### src/common/mmu_resp_regs.vh
`ifndef MMU_RESP_REGS_VH
`define MMU_RESP_REGS_VH

// register byte offsets
`define OFS_S1_CTRL      12'h000
`define OFS_S2_CTRL      12'h004
`define OFS_WALK_S1      12'h008
`define OFS_WALK_S2      12'h00C
`define OFS_FAULT_ADDR   12'h010
`define OFS_ABORT_STAT   12'h014

// translation control fields
`define CTL_HA           0
`define CTL_HD           1
`define CTL_S2_ON        4
`define CTL_AE_LO        8
`define CTL_AE_HI        11

// abort status fields
`define ST_ASYNC         0
`define ST_SYNC          1
`define ST_FSC_LO        8
`define ST_FSC_HI        13
`define ST_INSTR         16

// reset values
`define RST_CTRL         12'h000
`define RST_ATTR         4'h0
`define RST_ADDR         32'h0000_0000
`define RST_FSC          6'h00
`define RST_ZERO32       32'h0000_0000

// fault status codes
`define FSC_NONE         6'h00
`define FSC_ADDR_SIZE    6'h00
`define FSC_XLAT         6'h04
`define FSC_ACCESS       6'h08
`define FSC_PERM         6'h0C
`define FSC_EXT_SYNC     6'h10
`define FSC_HW_UPD       6'h31

// external abort operation codes
`define OP_WALK          3'h0
`define OP_LD_NORMAL     3'h1
`define OP_LD_DEVICE     3'h2
`define OP_STORE         3'h3
`define OP_CMO           3'h4
`define OP_TLBI          3'h5
`define OP_ICINV         3'h6

// cacheability and device kind codes
`define CA_NC            2'h0
`define CA_WT            2'h1
`define CA_WB            2'h2
`define DEV_GRE          2'h0
`define DEV_NGRE         2'h1
`define DEV_NGNRE        2'h2
`define DEV_NGNRNE       2'h3

`endif

### src/rtl/mmu_response_attribute_logic.v
// How it works
// - table flag and dirty updates only in inner and outer write-back tables
// - disallowed table update on a data access aborts with code 110001
// - disallowed table update on a fetch aborts with code 110001
// - per-stage update enables; dirty update needs the dirty_bit_modifier
// - a response goes out after an l1 hit, l2 hit or table walk
// - response holds address, permissions, secure state and abort details
// - address size, translation, access flag, permission faults are raised
// - bus errors and uncorrected ecc errors are external aborts
// - walk, load normal and load device aborts are reported synchronously
// - synchronous external abort captures the target address
// - store, maintenance and invalidate aborts are reported asynchronously
// - contiguous hint outside the input range is ignored, no fault
// - tlb conflict aborts are never produced
// - gather-reorder-early device acts as non-cacheable, never speculative
// - no-early-ack device handled as early-ack inside, distinct on bus
// - write-through is not data cached and makes no coherency request
// - data caching only for inner and outer write-back memory type
// - up to four page attribute bits go out; disabled bits are zero
// - table walk accesses take attribute bits from walk controls
// - stage 2 enabled bit wins when stage 2 is on, then stage 1 enabled bit, else zero
// - attribute enables are judged bit by bit
`timescale 1ns/1ps
`default_nettype none
`include "mmu_resp_regs.vh"

module mmu_response_attribute_logic (
	// clock and reset
	input  wire        pclk,
	input  wire        presetn,
	// apb slave
	input  wire        psel,
	input  wire        penable,
	input  wire        pwrite,
	input  wire [11:0] paddr,
	input  wire [31:0] pwdata,
	output reg  [31:0] prdata_ff,
	output reg         pready_ff,
	output reg         pslverr_ff,
	// translation result from tlb or walker
	input  wire        tr_valid,
	input  wire        tr_is_instr,
	input  wire [1:0]  tr_src,
	input  wire [31:0] tr_pa,
	input  wire [3:0]  tr_perm,
	input  wire        tr_ns,
	input  wire        tr_stage2,
	input  wire        tr_write,
	input  wire        tr_af,
	input  wire        tr_dirty_bit_modifier,
	input  wire        tr_readonly,
	input  wire        tr_tbl_wb,
	input  wire        tr_addr_size_flt,
	input  wire        tr_xlat_flt,
	input  wire        tr_perm_flt,
	input  wire        tr_contiguous_hint_bit,
	input  wire        tr_range_covered,
	// translation responses
	output reg         iresp_valid_ff,
	output reg         dresp_valid_ff,
	output reg  [1:0]  resp_src_ff,
	output reg  [31:0] resp_pa_ff,
	output reg  [3:0]  resp_perm_ff,
	output reg         resp_ns_ff,
	output reg         resp_abort_ff,
	output reg  [5:0]  resp_fsc_ff,
	output reg         resp_contig_ff,
	// descriptor update request
	output reg         upd_valid_ff,
	output reg         upd_set_af_ff,
	output reg         upd_set_dirty_ff,
	// external error report
	input  wire        ea_valid,
	input  wire        ea_ecc,
	input  wire [2:0]  ea_op,
	input  wire        ea_is_instr,
	input  wire [31:0] ea_addr,
	// external abort reports
	output reg         sync_abort_ff,
	output reg         sync_abort_instr_ff,
	output reg         sync_abort_ecc_ff,
	output reg         async_abort_ff,
	// bus transaction attributes in
	input  wire        tx_valid,
	input  wire        tx_walk,
	input  wire        tx_walk_stage2,
	input  wire [3:0]  tx_s1_attr,
	input  wire [3:0]  tx_s2_attr,
	input  wire        tx_is_instr,
	input  wire        tx_spec,
	input  wire        tx_device,
	input  wire [1:0]  tx_dev_kind,
	input  wire [1:0]  tx_inner,
	input  wire [1:0]  tx_outer,
	// bus transaction attributes out
	output reg         bus_valid_ff,
	output reg  [3:0]  bus_page_attr_bits_ff,
	output reg         bus_device_ff,
	output reg  [1:0]  bus_dev_kind_ff,
	output reg         bus_gather_ff,
	output reg         bus_strict_order_ff,
	output reg         bus_cacheable_ff,
	output reg         bus_coherent_ff,
	output reg         tx_blocked_ff
);

	// ********************************************************
	// register file
	// ********************************************************
	reg  [11:0] stage1_translation_control_ff;
	reg  [11:0] stage2_translation_control_ff;
	reg  [3:0]  walk_attr_control_stage1_ff;
	reg  [3:0]  walk_attr_control_stage2_ff;
	reg  [31:0] fault_address_reg_ff;
	reg         st_async_ff;
	reg         st_sync_ff;
	reg  [5:0]  st_fsc_ff;
	reg         st_instr_ff;

	reg  [31:0] nxt_rdata;
	reg         nxt_err;
	wire        wr_acc = psel & penable & pready_ff & pwrite;

	// read mux; unmapped offsets read zero with slave error
	always @*
	begin
		nxt_rdata = `RST_ZERO32;
		nxt_err   = 1'b0;
		if (paddr == `OFS_S1_CTRL)
			nxt_rdata[11:0] = stage1_translation_control_ff;
		else if (paddr == `OFS_S2_CTRL)
			nxt_rdata[11:0] = stage2_translation_control_ff;
		else if (paddr == `OFS_WALK_S1)
			nxt_rdata[3:0] = walk_attr_control_stage1_ff;
		else if (paddr == `OFS_WALK_S2)
			nxt_rdata[3:0] = walk_attr_control_stage2_ff;
		else if (paddr == `OFS_FAULT_ADDR)
			nxt_rdata = fault_address_reg_ff;
		else if (paddr == `OFS_ABORT_STAT)
		begin
			nxt_rdata[`ST_ASYNC] = st_async_ff;
			nxt_rdata[`ST_SYNC]  = st_sync_ff;
			nxt_rdata[`ST_FSC_HI:`ST_FSC_LO] = st_fsc_ff;
			nxt_rdata[`ST_INSTR] = st_instr_ff;
		end
		else
			nxt_err = 1'b1;
	end

	// no wait state: ready rises in the first access cycle only
	always @(posedge pclk or negedge presetn)
	begin
		if (!presetn)
		begin
			pready_ff  <= 1'b0;
			prdata_ff  <= `RST_ZERO32;
			pslverr_ff <= 1'b0;
		end
		else
		begin
			pready_ff  <= psel & ~penable;
			pslverr_ff <= psel & ~penable & nxt_err;
			if (psel & ~penable & ~pwrite)
				prdata_ff <= nxt_rdata;
			else
				prdata_ff <= `RST_ZERO32;
		end
	end

	// software written control registers
	always @(posedge pclk or negedge presetn)
	begin
		if (!presetn)
		begin
			stage1_translation_control_ff <= `RST_CTRL;
			stage2_translation_control_ff <= `RST_CTRL;
			walk_attr_control_stage1_ff   <= `RST_ATTR;
			walk_attr_control_stage2_ff   <= `RST_ATTR;
		end
		else if (wr_acc)
		begin
			if (paddr == `OFS_S1_CTRL)
				stage1_translation_control_ff <= pwdata[11:0];
			else if (paddr == `OFS_S2_CTRL)
				stage2_translation_control_ff <= pwdata[11:0];
			else if (paddr == `OFS_WALK_S1)
				walk_attr_control_stage1_ff <= pwdata[3:0];
			else if (paddr == `OFS_WALK_S2)
				walk_attr_control_stage2_ff <= pwdata[3:0];
		end
	end

	wire [11:0] s1c = stage1_translation_control_ff;
	wire [11:0] s2c = stage2_translation_control_ff;
	wire [3:0]  s1_attr_en = s1c[`CTL_AE_HI:`CTL_AE_LO];
	wire [3:0]  s2_attr_en = s2c[`CTL_AE_HI:`CTL_AE_LO];
	wire        s2_on = s2c[`CTL_S2_ON];

	// ********************************************************
	// translation response and hardware table update
	// ********************************************************
	// the stage that owns the descriptor chooses the update enables
	wire ha_en = tr_stage2 ? s2c[`CTL_HA] : s1c[`CTL_HA];
	wire hd_en = tr_stage2 ? s2c[`CTL_HD] : s1c[`CTL_HD];
	wire need_af  = ~tr_af & ha_en;
	wire need_drt = tr_write & tr_readonly & tr_dirty_bit_modifier
		& hd_en;
	wire need_upd = need_af | need_drt;
	wire upd_bad  = need_upd & ~tr_tbl_wb;

	reg        nxt_abort;
	reg  [5:0] nxt_fsc;

	// fault priority: size, translation, table update, flag, permission;
	// no conflict code exists here, overlapping entries never abort
	always @*
	begin
		nxt_abort = 1'b1;
		nxt_fsc   = `FSC_NONE;
		if (tr_addr_size_flt)
			nxt_fsc = `FSC_ADDR_SIZE;
		else if (tr_xlat_flt)
			nxt_fsc = `FSC_XLAT;
		else if (upd_bad)
			nxt_fsc = `FSC_HW_UPD;
		else if (~tr_af & ~ha_en)
			nxt_fsc = `FSC_ACCESS;
		else if (tr_perm_flt | (tr_write & tr_readonly & ~need_drt))
			nxt_fsc = `FSC_PERM;
		else
			nxt_abort = 1'b0;
	end

	wire nxt_ok_upd = tr_valid & need_upd & ~nxt_abort;

	// response routed back to whichever side asked, for every source
	always @(posedge pclk or negedge presetn)
	begin
		if (!presetn)
		begin
			iresp_valid_ff   <= 1'b0;
			dresp_valid_ff   <= 1'b0;
			resp_src_ff      <= 2'b00;
			resp_pa_ff       <= `RST_ADDR;
			resp_perm_ff     <= 4'h0;
			resp_ns_ff       <= 1'b0;
			resp_abort_ff    <= 1'b0;
			resp_fsc_ff      <= `RST_FSC;
			resp_contig_ff   <= 1'b0;
			upd_valid_ff     <= 1'b0;
			upd_set_af_ff    <= 1'b0;
			upd_set_dirty_ff <= 1'b0;
		end
		else
		begin
			iresp_valid_ff <= tr_valid & tr_is_instr;
			dresp_valid_ff <= tr_valid & ~tr_is_instr;
			upd_valid_ff     <= nxt_ok_upd;
			upd_set_af_ff    <= nxt_ok_upd & need_af;
			upd_set_dirty_ff <= nxt_ok_upd & need_drt;
			if (tr_valid)
			begin
				resp_src_ff   <= tr_src;
				resp_pa_ff    <= tr_pa;
				resp_perm_ff  <= tr_perm;
				resp_ns_ff    <= tr_ns;
				resp_abort_ff <= nxt_abort;
				resp_fsc_ff   <= nxt_fsc;
				// a hint that overruns the range is dropped silently
				resp_contig_ff <= tr_contiguous_hint_bit
					& tr_range_covered;
			end
		end
	end

	// ********************************************************
	// external aborts
	// ********************************************************
	// bus error or ecc error both arrive here as one report
	wire ea_sync = ea_valid & ((ea_op == `OP_WALK)
		| (ea_op == `OP_LD_NORMAL)
		| (ea_op == `OP_LD_DEVICE));
	wire ea_async = ea_valid & ((ea_op == `OP_STORE)
		| (ea_op == `OP_CMO) | (ea_op == `OP_TLBI)
		| (ea_op == `OP_ICINV));

	wire clr_stat = wr_acc & (paddr == `OFS_ABORT_STAT);

	// sticky status; an abort in the clearing cycle wins over the clear
	always @(posedge pclk or negedge presetn)
	begin
		if (!presetn)
		begin
			sync_abort_ff        <= 1'b0;
			sync_abort_instr_ff  <= 1'b0;
			sync_abort_ecc_ff    <= 1'b0;
			async_abort_ff       <= 1'b0;
			fault_address_reg_ff <= `RST_ADDR;
			st_async_ff          <= 1'b0;
			st_sync_ff           <= 1'b0;
			st_fsc_ff            <= `RST_FSC;
			st_instr_ff          <= 1'b0;
		end
		else
		begin
			sync_abort_ff       <= ea_sync;
			sync_abort_instr_ff <= ea_sync & ea_is_instr;
			sync_abort_ecc_ff   <= ea_sync & ea_ecc;
			if (ea_sync)
			begin
				fault_address_reg_ff <= ea_addr;
				st_fsc_ff   <= `FSC_EXT_SYNC;
				st_instr_ff <= ea_is_instr;
			end
			else if (tr_valid & nxt_abort)
			begin
				st_fsc_ff   <= nxt_fsc;
				st_instr_ff <= tr_is_instr;
			end
			if (ea_async)
				st_async_ff <= 1'b1;
			else if (clr_stat & pwdata[`ST_ASYNC])
				st_async_ff <= 1'b0;
			if (ea_sync)
				st_sync_ff <= 1'b1;
			else if (clr_stat & pwdata[`ST_SYNC])
				st_sync_ff <= 1'b0;
			// async pending line follows its sticky bit
			if (ea_async)
				async_abort_ff <= 1'b1;
			else if (clr_stat & pwdata[`ST_ASYNC])
				async_abort_ff <= 1'b0;
		end
	end

	// ********************************************************
	// memory type and page attribute bits
	// ********************************************************
	reg  [3:0] nxt_attr;
	wire       wb_both = (tx_inner == `CA_WB) & (tx_outer == `CA_WB);
	wire       wt_any  = (tx_inner == `CA_WT) | (tx_outer == `CA_WT);
	wire       no_spec_dev = tx_spec & tx_device;
	wire       dev_strict = (tx_dev_kind == `DEV_NGNRE)
		| (tx_dev_kind == `DEV_NGNRNE);

	// attributes combine bit by bit; walks take the walk controls
	always @*
	begin
		nxt_attr = 4'h0;
		if (tx_walk)
			nxt_attr = tx_walk_stage2 ? walk_attr_control_stage2_ff
				: walk_attr_control_stage1_ff;
		else if (s2_on)
			nxt_attr = (s2_attr_en & tx_s2_attr)
				| (~s2_attr_en & s1_attr_en & tx_s1_attr);
		else
			nxt_attr = s1_attr_en & tx_s1_attr;
	end

	// ordering of reordering device types is left to software barriers
	always @(posedge pclk or negedge presetn)
	begin
		if (!presetn)
		begin
			bus_valid_ff          <= 1'b0;
			bus_page_attr_bits_ff <= 4'h0;
			bus_device_ff         <= 1'b0;
			bus_dev_kind_ff       <= `DEV_GRE;
			bus_gather_ff         <= 1'b0;
			bus_strict_order_ff   <= 1'b0;
			bus_cacheable_ff      <= 1'b0;
			bus_coherent_ff       <= 1'b0;
			tx_blocked_ff         <= 1'b0;
		end
		else
		begin
			bus_valid_ff  <= tx_valid & ~no_spec_dev;
			tx_blocked_ff <= tx_valid & no_spec_dev;
			if (tx_valid & ~no_spec_dev)
			begin
				bus_page_attr_bits_ff <= nxt_attr;
				// fetches see device pages as non-device non-cacheable; gather still follows the device kind
				bus_device_ff   <= tx_device & ~tx_is_instr;
				bus_dev_kind_ff <= tx_dev_kind;
				bus_gather_ff   <= ~tx_device
					| (tx_dev_kind == `DEV_GRE);
				bus_strict_order_ff <= tx_device & ~tx_is_instr
					& dev_strict;
				if (tx_is_instr)
					bus_cacheable_ff <= ~tx_device
						& (wb_both | wt_any);
				else
					bus_cacheable_ff <= ~tx_device & wb_both;
				bus_coherent_ff <= ~tx_is_instr & ~tx_device
					& wb_both;
			end
		end
	end

endmodule // mmu_response_attribute_logic

`default_nettype wire

### config.mk
export PLATFORM = sky130hd
export DESIGN_NAME = mmu_response_attribute_logic
export DESIGN_NICKNAME = d
export VERILOG_FILES = /design/src/rtl/mmu_response_attribute_logic.v
export VERILOG_INCLUDE_DIRS = /design/src /design/src/common
export SDC_FILE = /design/constraint.sdc
export NUM_CORES = 1
export LEC_CHECK = 0
export BUFFER_PORTS_ARGS = -buffer_cell sky130_fd_sc_hd__buf_2
export CAP_MARGIN = 20
export CORE_UTILIZATION = 49
export DETAILED_ROUTE_END_ITERATION = 12
export HOLD_SLACK_MARGIN = 0.15
export PLACE_DENSITY_LB_ADDON = 0.12
export SYNTH_ARGS = -nofsm -noshare
export SYNTH_HDL_FRONTEND = slang
export SYNTH_SLANG_ARGS = --single-unit
### constraint.sdc
create_clock -name pclk -period 2.1 [get_ports pclk]
set_clock_uncertainty 0.2 [all_clocks]
set_input_delay 0.21 -clock pclk [delete_from_list [all_inputs] [get_ports pclk]]
set_output_delay 0.21 -clock pclk [all_outputs]
set_load 0.02 [all_outputs]
# Yosys cells after proc, flatten, opt, wreduce, memory -nomap -nowiden

Cells that the tools add are included.

Eq/ne operators: 17
Mux-type cells: 48
Bitwise operators: 69
Reductions and logical operators: 10

Operators with widths:

| cell                                                  | count |
|---|---|
| two-way mux 28 bit                                    | 2 |
| two-way mux 6 bit                                     | 8 |
| two-way mux 20 bit                                    | 2 |
| bitwise AND 1 bit                                     | 38 |
| two-way mux 32 bit                                    | 1 |
| two-way mux 4 bit                                     | 7 |
| equality test 12 x 4 -> 1 bit (second input constant) | 2 |
| equality test 12 x 5 -> 1 bit (second input constant) | 2 |
| two-way mux 12 bit                                    | 2 |
| two-way mux 1 bit                                     | 22 |
| bitwise AND 4 bit                                     | 4 |
| two-way mux 15 bit                                    | 1 |
| inverter 1 bit                                        | 14 |
| equality test 12 x 3 -> 1 bit (second input constant) | 1 |
| zero test 12 bit                                      | 1 |
| OR 1 bit                                              | 11 |
| equality test 3 bit (second input constant)           | 3 |
| equality test 2 bit (second input constant)           | 4 |
| equality test 3 x 2 -> 1 bit (second input constant)  | 2 |
| two-way mux 2 bit                                     | 3 |
| nonzero test 2 bit                                    | 3 |
| AND reduction 5 bit                                   | 1 |
| equality test 2 x 1 -> 1 bit (second input constant)  | 2 |
| inverter 4 bit                                        | 1 |
| 7 further kinds                                       | 7 |

Flip-flop bits (word level): 175
Bits of input ports: 159
Output and inout bits: 103

# Longest topological paths before layout

Word-level depth: 14
Depth in mapped cells: 7
Depth with buffers taken out: 5

# Worst setup path after synthesis

Ideal clock, no wire load.

Path type: input to register
Start: input port paddr[11]
End: register stage1_translation_control_ff[10], in the netlist s1c[10]
Arrival time: 1805 ps
Path slack: -30 ps
Stages: 6
Cells stage by stage: or4_4 > nor2_4 > nand2_2 > or3_4 > buf_6 > mux2_4

Cells in the longest elaborated chain, start to end: 2

Ends and longest elaborated chain:

| what                                 | line                               | text |
|---|---|---|
| start: declaration                   | mmu_response_attribute_logic.v:35  | `input wire [11:0] paddr,` |
| zero test 12 bit (no source line)    | n/a                                |  |
| AND reduction 2 bit (no source line) | n/a                                |  |
| end signal: assignment               | mmu_response_attribute_logic.v:175 | `` stage1_translation_control_ff <= `RST_CTRL; `` |
| end signal: assignment               | mmu_response_attribute_logic.v:183 | `stage1_translation_control_ff <= pwdata[11:0];` |
| end: declaration                     | mmu_response_attribute_logic.v:110 | `reg [11:0] stage1_translation_control_ff;` |

Every way passes these cells.
A chain may end at the register's enable or synchronous reset.

# Worst setup path in the final report

Start: register stage1_translation_control_ff[1], in the netlist s1c[1]
End: register st_fsc_ff[4]

Cells in the longest elaborated chain, start to end: 12
Elaborated cells on any way between the ends: 19
Those cells by class: 11 x mux; 7 x bitwise; 1 x reduce/logical

Ends and longest elaborated chain:

| what                                | line                               | text |
|---|---|---|
| two-way mux 1 bit (*)               | mmu_response_attribute_logic.v:204 | `` wire hd_en = tr_stage2 ? s2c[`CTL_HD] : s1c[`CTL_HD]; `` |
| bitwise AND 1 bit (*)               | mmu_response_attribute_logic.v:207 | `& hd_en;` |
| inverter 1 bit                      | mmu_response_attribute_logic.v:228 | `else if (tr_perm_flt \| (tr_write & tr_readonly & ~need_drt))` |
| bitwise AND 1 bit                   | mmu_response_attribute_logic.v:228 |  |
| OR 1 bit                            | mmu_response_attribute_logic.v:228 |  |
| two-way mux 1 bit                   | mmu_response_attribute_logic.v:228 |  |
| two-way mux 1 bit                   | mmu_response_attribute_logic.v:226 | `else if (~tr_af & ~ha_en)` |
| two-way mux 1 bit                   | mmu_response_attribute_logic.v:224 | `else if (upd_bad)` |
| two-way mux 1 bit                   | mmu_response_attribute_logic.v:222 | `else if (tr_xlat_flt)` |
| two-way mux 1 bit                   | mmu_response_attribute_logic.v:220 | `if (tr_addr_size_flt)` |
| bitwise AND 1 bit                   | mmu_response_attribute_logic.v:315 | `else if (tr_valid & nxt_abort)` |
| nonzero test 2 bit (no source line) | n/a                                |  |
| end signal: assignment              | mmu_response_attribute_logic.v:301 | `` st_fsc_ff <= `RST_FSC; `` |
| end signal: assignment              | mmu_response_attribute_logic.v:312 | `` st_fsc_ff <= `FSC_EXT_SYNC; `` |
| end signal: assignment              | mmu_response_attribute_logic.v:317 | `st_fsc_ff <= nxt_fsc;` |
| end: declaration                    | mmu_response_attribute_logic.v:117 | `reg [5:0] st_fsc_ff;` |

Mark *: on every way between the ends. The rest lies on a longest branch, timed or not. The select of a mux whose other input is x is not followed.

==> impl_metrics.py <==
metrics = {
    "status": {
        "status": "finished clean",
    },
    "routing": {
        "firstDrtPassIters": 5,
        "wl_per_cell_um": 16.5,
        "drtIter0Drc": 265,
        "vias": 6034,
        "routed_wirelength_mm": 19.6,
        "drcViolationCount": 0,
        "postRouteAntennaNets": 0,
        "viasPerCell": 5.10,
    },
    "placement": {
        "dp.cells": 1010,
        "dp_hpwl_mm": 12.3,
        "portBuffers": 240,
        "gp_congestion": 0.842,
        "pre_cts_ws_ns": -0.160,
    },
    "grt": {
        "grt_pass1_vias": 6355,
        "grt_use_total": 0.272,
        "antenna_found_initial": 0,
        "overflow": 0,
        "grt_pass1_wl_mm": 30.4,
        "grt_max_degree": 60,
    },
    "timing": {
        "finalCriticalPeriod_ns": 2.06,
        "drv_slew": 0,
        "hold_violations": 0,
        "finalCritPeriodShare": 0.982,
        "clock.fmax_ghz": 0.485,
        "hold_ws_ns": 0.170,
        "worst_slack_ns": 0.0374,
        "fin_tns_setup_ns": 0,
        "rsz0062_at_grt": "no",
        "setup_viol": 0,
    },
    "floorplan": {
        "num_rows": 43,
        "die_y_um": 122,
        "core-area_mm2": 0.0139,
        "start_util": 0.503,
        "die_x_um": 122,
        "fp.dieArea_mm2": 0.0148,
        "io_pins": 262,
    },
    "synth": {
        "synthesis.area_mm2": 0.00701,
        "synthCells": 590,
        "synth_area_per_cell_um2": 11.9,
        "synth_top_area_cell": "dfrtp_1",
        "yosysWarnings": 0,
        "synth_seq_cells": 170,
        "synth_fp_nets": 749,
        "synth-main-ff-cell": "dfrtp_1",
        "async_flop_share": 1.00,
        "synth_top_area_frac": 0.607,
        "yosysSeqAreaShare": 0.607,
        "synth_cell_type_count": 52,
        "synthTopCellsByArea": "dfrtp_1, mux2_2, nand2_1, mux2_4, and2_1",
        "synth_edf_count": 0,
    },
    "cells_and_area": {
        "multi_input_area_mm2": 0.00264,
        "layout-drive-gt1-share": 0.407,
        "area_growth_pct": 52.8,
        "fin_nets": 1150,
        "mostFrequentLayoutCells": "buf_2, dfrtp_1, dlygate4sd3_1",
        "fill_cells": 878,
        "final_cell_count_no_fill": 1184,
        "layout_commonest_cell": "buf_2",
        "seq_area_mm2": 0.00426,
        "antenna_cells": 0,
    },
    "cts": {
        "clock_tree.buffer_depth": 2,
        "clk_pin_slew_ns": 0.06,
        "cts_sinks": 170,
        "htree_levels": 4,
        "cts_buffers": 17,
        "cts-root-buf": "clkbuf_16",
        "insertion_delay_ns": 0.42,
        "cts_tree": "yes",
    },
    "setup_path": {
        "slowest_stage": "dlygate4sd3_1",
        "path_class": "flop to flop",
        "cp.arrival_ns": 2.15,
        "worstPathCellList": "mux2_4 > nand4_1 > a21oi_2 > dlygate4sd3_1 > nand3_2 > nand3_1",
        "crit-reg2reg-launch": "s1c[1]$_DFFE_PN0P_",
        "critPathTopFamily": "buffers and inverters",
        "cp-start-kind": "flop",
        "critPathMaxStageDelay_ns": 0.58,
        "worstPathRequired_ns": 2.19,
        "crit_start": "s1c[1]$_DFFE_PN0P_",
        "cp_num_buf_inv": 1,
        "cp_max_fo": 3,
        "end_kind": "flop",
    },
    "worst_hold_path": {
        "min-delay-start": "tr_stage2",
        "min_path_type": "input pin to flop",
    },
    "pwr": {
        "pwr_density_cell_mw_per_mm2": 767,
        "ir_worst_vdd_mv": 0.591,
        "power_mw": 8.21,
        "p_leak_nw": 5.49,
    },
    "flow_run": {
        "maxCapViolCount": 0,
    },
}
==> metal layers <==
layer / global-route usage / vias up / share of wire / wire, µm
li1: - / 2827 / - / -
met1: 0.326 / 2957 / 0.42 / 8210
met2: 0.480 / 216 / 0.51 / 9900
met3: 0.0571 / 34 / 0.055 / 1080
met4: 0.106 / 0 / 0.020 / 384
met5: 0 / - / 0 / 0
==> what timing repair did <==
item,4_1_cts,5_1_grt
setup endpoints to repair,0,45
gates resized for setup,0,13
buffers inserted,0,3
hold endpoints to repair,313,0
hold buffers,139,0
==> registers in the layout, indices dropped and copies added (netlist names), 2 cells and up <==
| name | cells |
|---|---|
| prdata_ff | 32 |
| walk_attr_control_stage2_ff | 4 |
| s1c | 12 |
| resp_fsc_ff | 3 |
| s2c | 12 |
| resp_perm_ff | 4 |
| resp_pa_ff | 32 |
| fault_address_reg_ff | 32 |
| bus_dev_kind_ff | 2 |
| resp_src_ff | 2 |
| st_fsc_ff | 4 |
| walk_attr_control_stage1_ff | 4 |
| bus_page_attr_bits_ff | 4 |
==> synth_stat cells (all sizes together) (2+ instances only) <==
cell type and number:
dfrtp 170, nand2 124, mux2 84, nor2 30, and2 20, clkbuf 17, a21oi 15, buf 12
inv 12, mux2i 10, nand2b 9, a22oi 8, o21ai 8, a211oi 7, nor3 7, a21o 5
a311oi 5, nand3 5, nand4 4, nor4 3, or3 3, or4 3, a22o 2, a31oi 2
a32o 2, and3 2, mux4 2, o21bai 2, o31ai 2, or2 2
==> kinds of logic after synthesis <==
| group | share of synthesized area |
|---|---|
| simple gates | 0.142 |
| flops | 0.607 |
| mux | 0.161 |
| compound gates | 0.0635 |
| buf+inv | 0.0253 |
| xor+xnor | 0.00125 |
| other cells | 0.000535 |
==> through the flow <==
stage	utilization	area (µm²)
6_report	0.769	10700
5_1_grt	0.769	10700
4_1_cts	0.762	10600
3_5_place_dp	0.614	8550
3_3_place_gp	0.614	8550
2_1_floorplan	-	7010
==> cell type report <==
class	count	share of cell area
well taps	180	0.0210
flip-flops and latches	170	0.397
clock inverters	10	0.0173
repair buffers	410	0.269
clock buffers	22	0.0452
inverters	12	0.00421
multi-input cells	380	0.246
==> worst register-to-register path, stage by stage, from the launching register on <==
cell and delay, ns:
dfrtp_1 0.41, mux2_4 0.32, nand4_1 0.15, a21oi_2 0.08
dlygate4sd3_1 0.58, nand3_2 0.11, nand3_1 0.08
==> power by group <==
part | switching [mW] | internal, mW
registers | 0.116 | 3.49
clock network | 1.28 | 2.24
logic | 0.560 | 0.531
total | 1.95 | 6.26
==> path summary, 6_finish.rpt <==
path	endpoint	slack (ns)	cells past startpoint
setup / recovery	st_fsc_ff[4]$_DFFE_PN0P_	0.04	6
setup reg to reg	st_fsc_ff[4]$_DFFE_PN0P_	0.04	6
max in group asynchronous	prdata_ff[31]$_DFF_PN0_	0.63	4
hold / removal	upd_valid_ff$_DFF_PN0_	0.17	4
min in group asynchronous	tx_blocked_ff$_DFF_PN0_	0.69	4
hold reg to reg	fault_address_reg_ff[24]$_DFFE_PN0P_	0.27	2
Note: power is estimated with default switching activity, not from simulation.
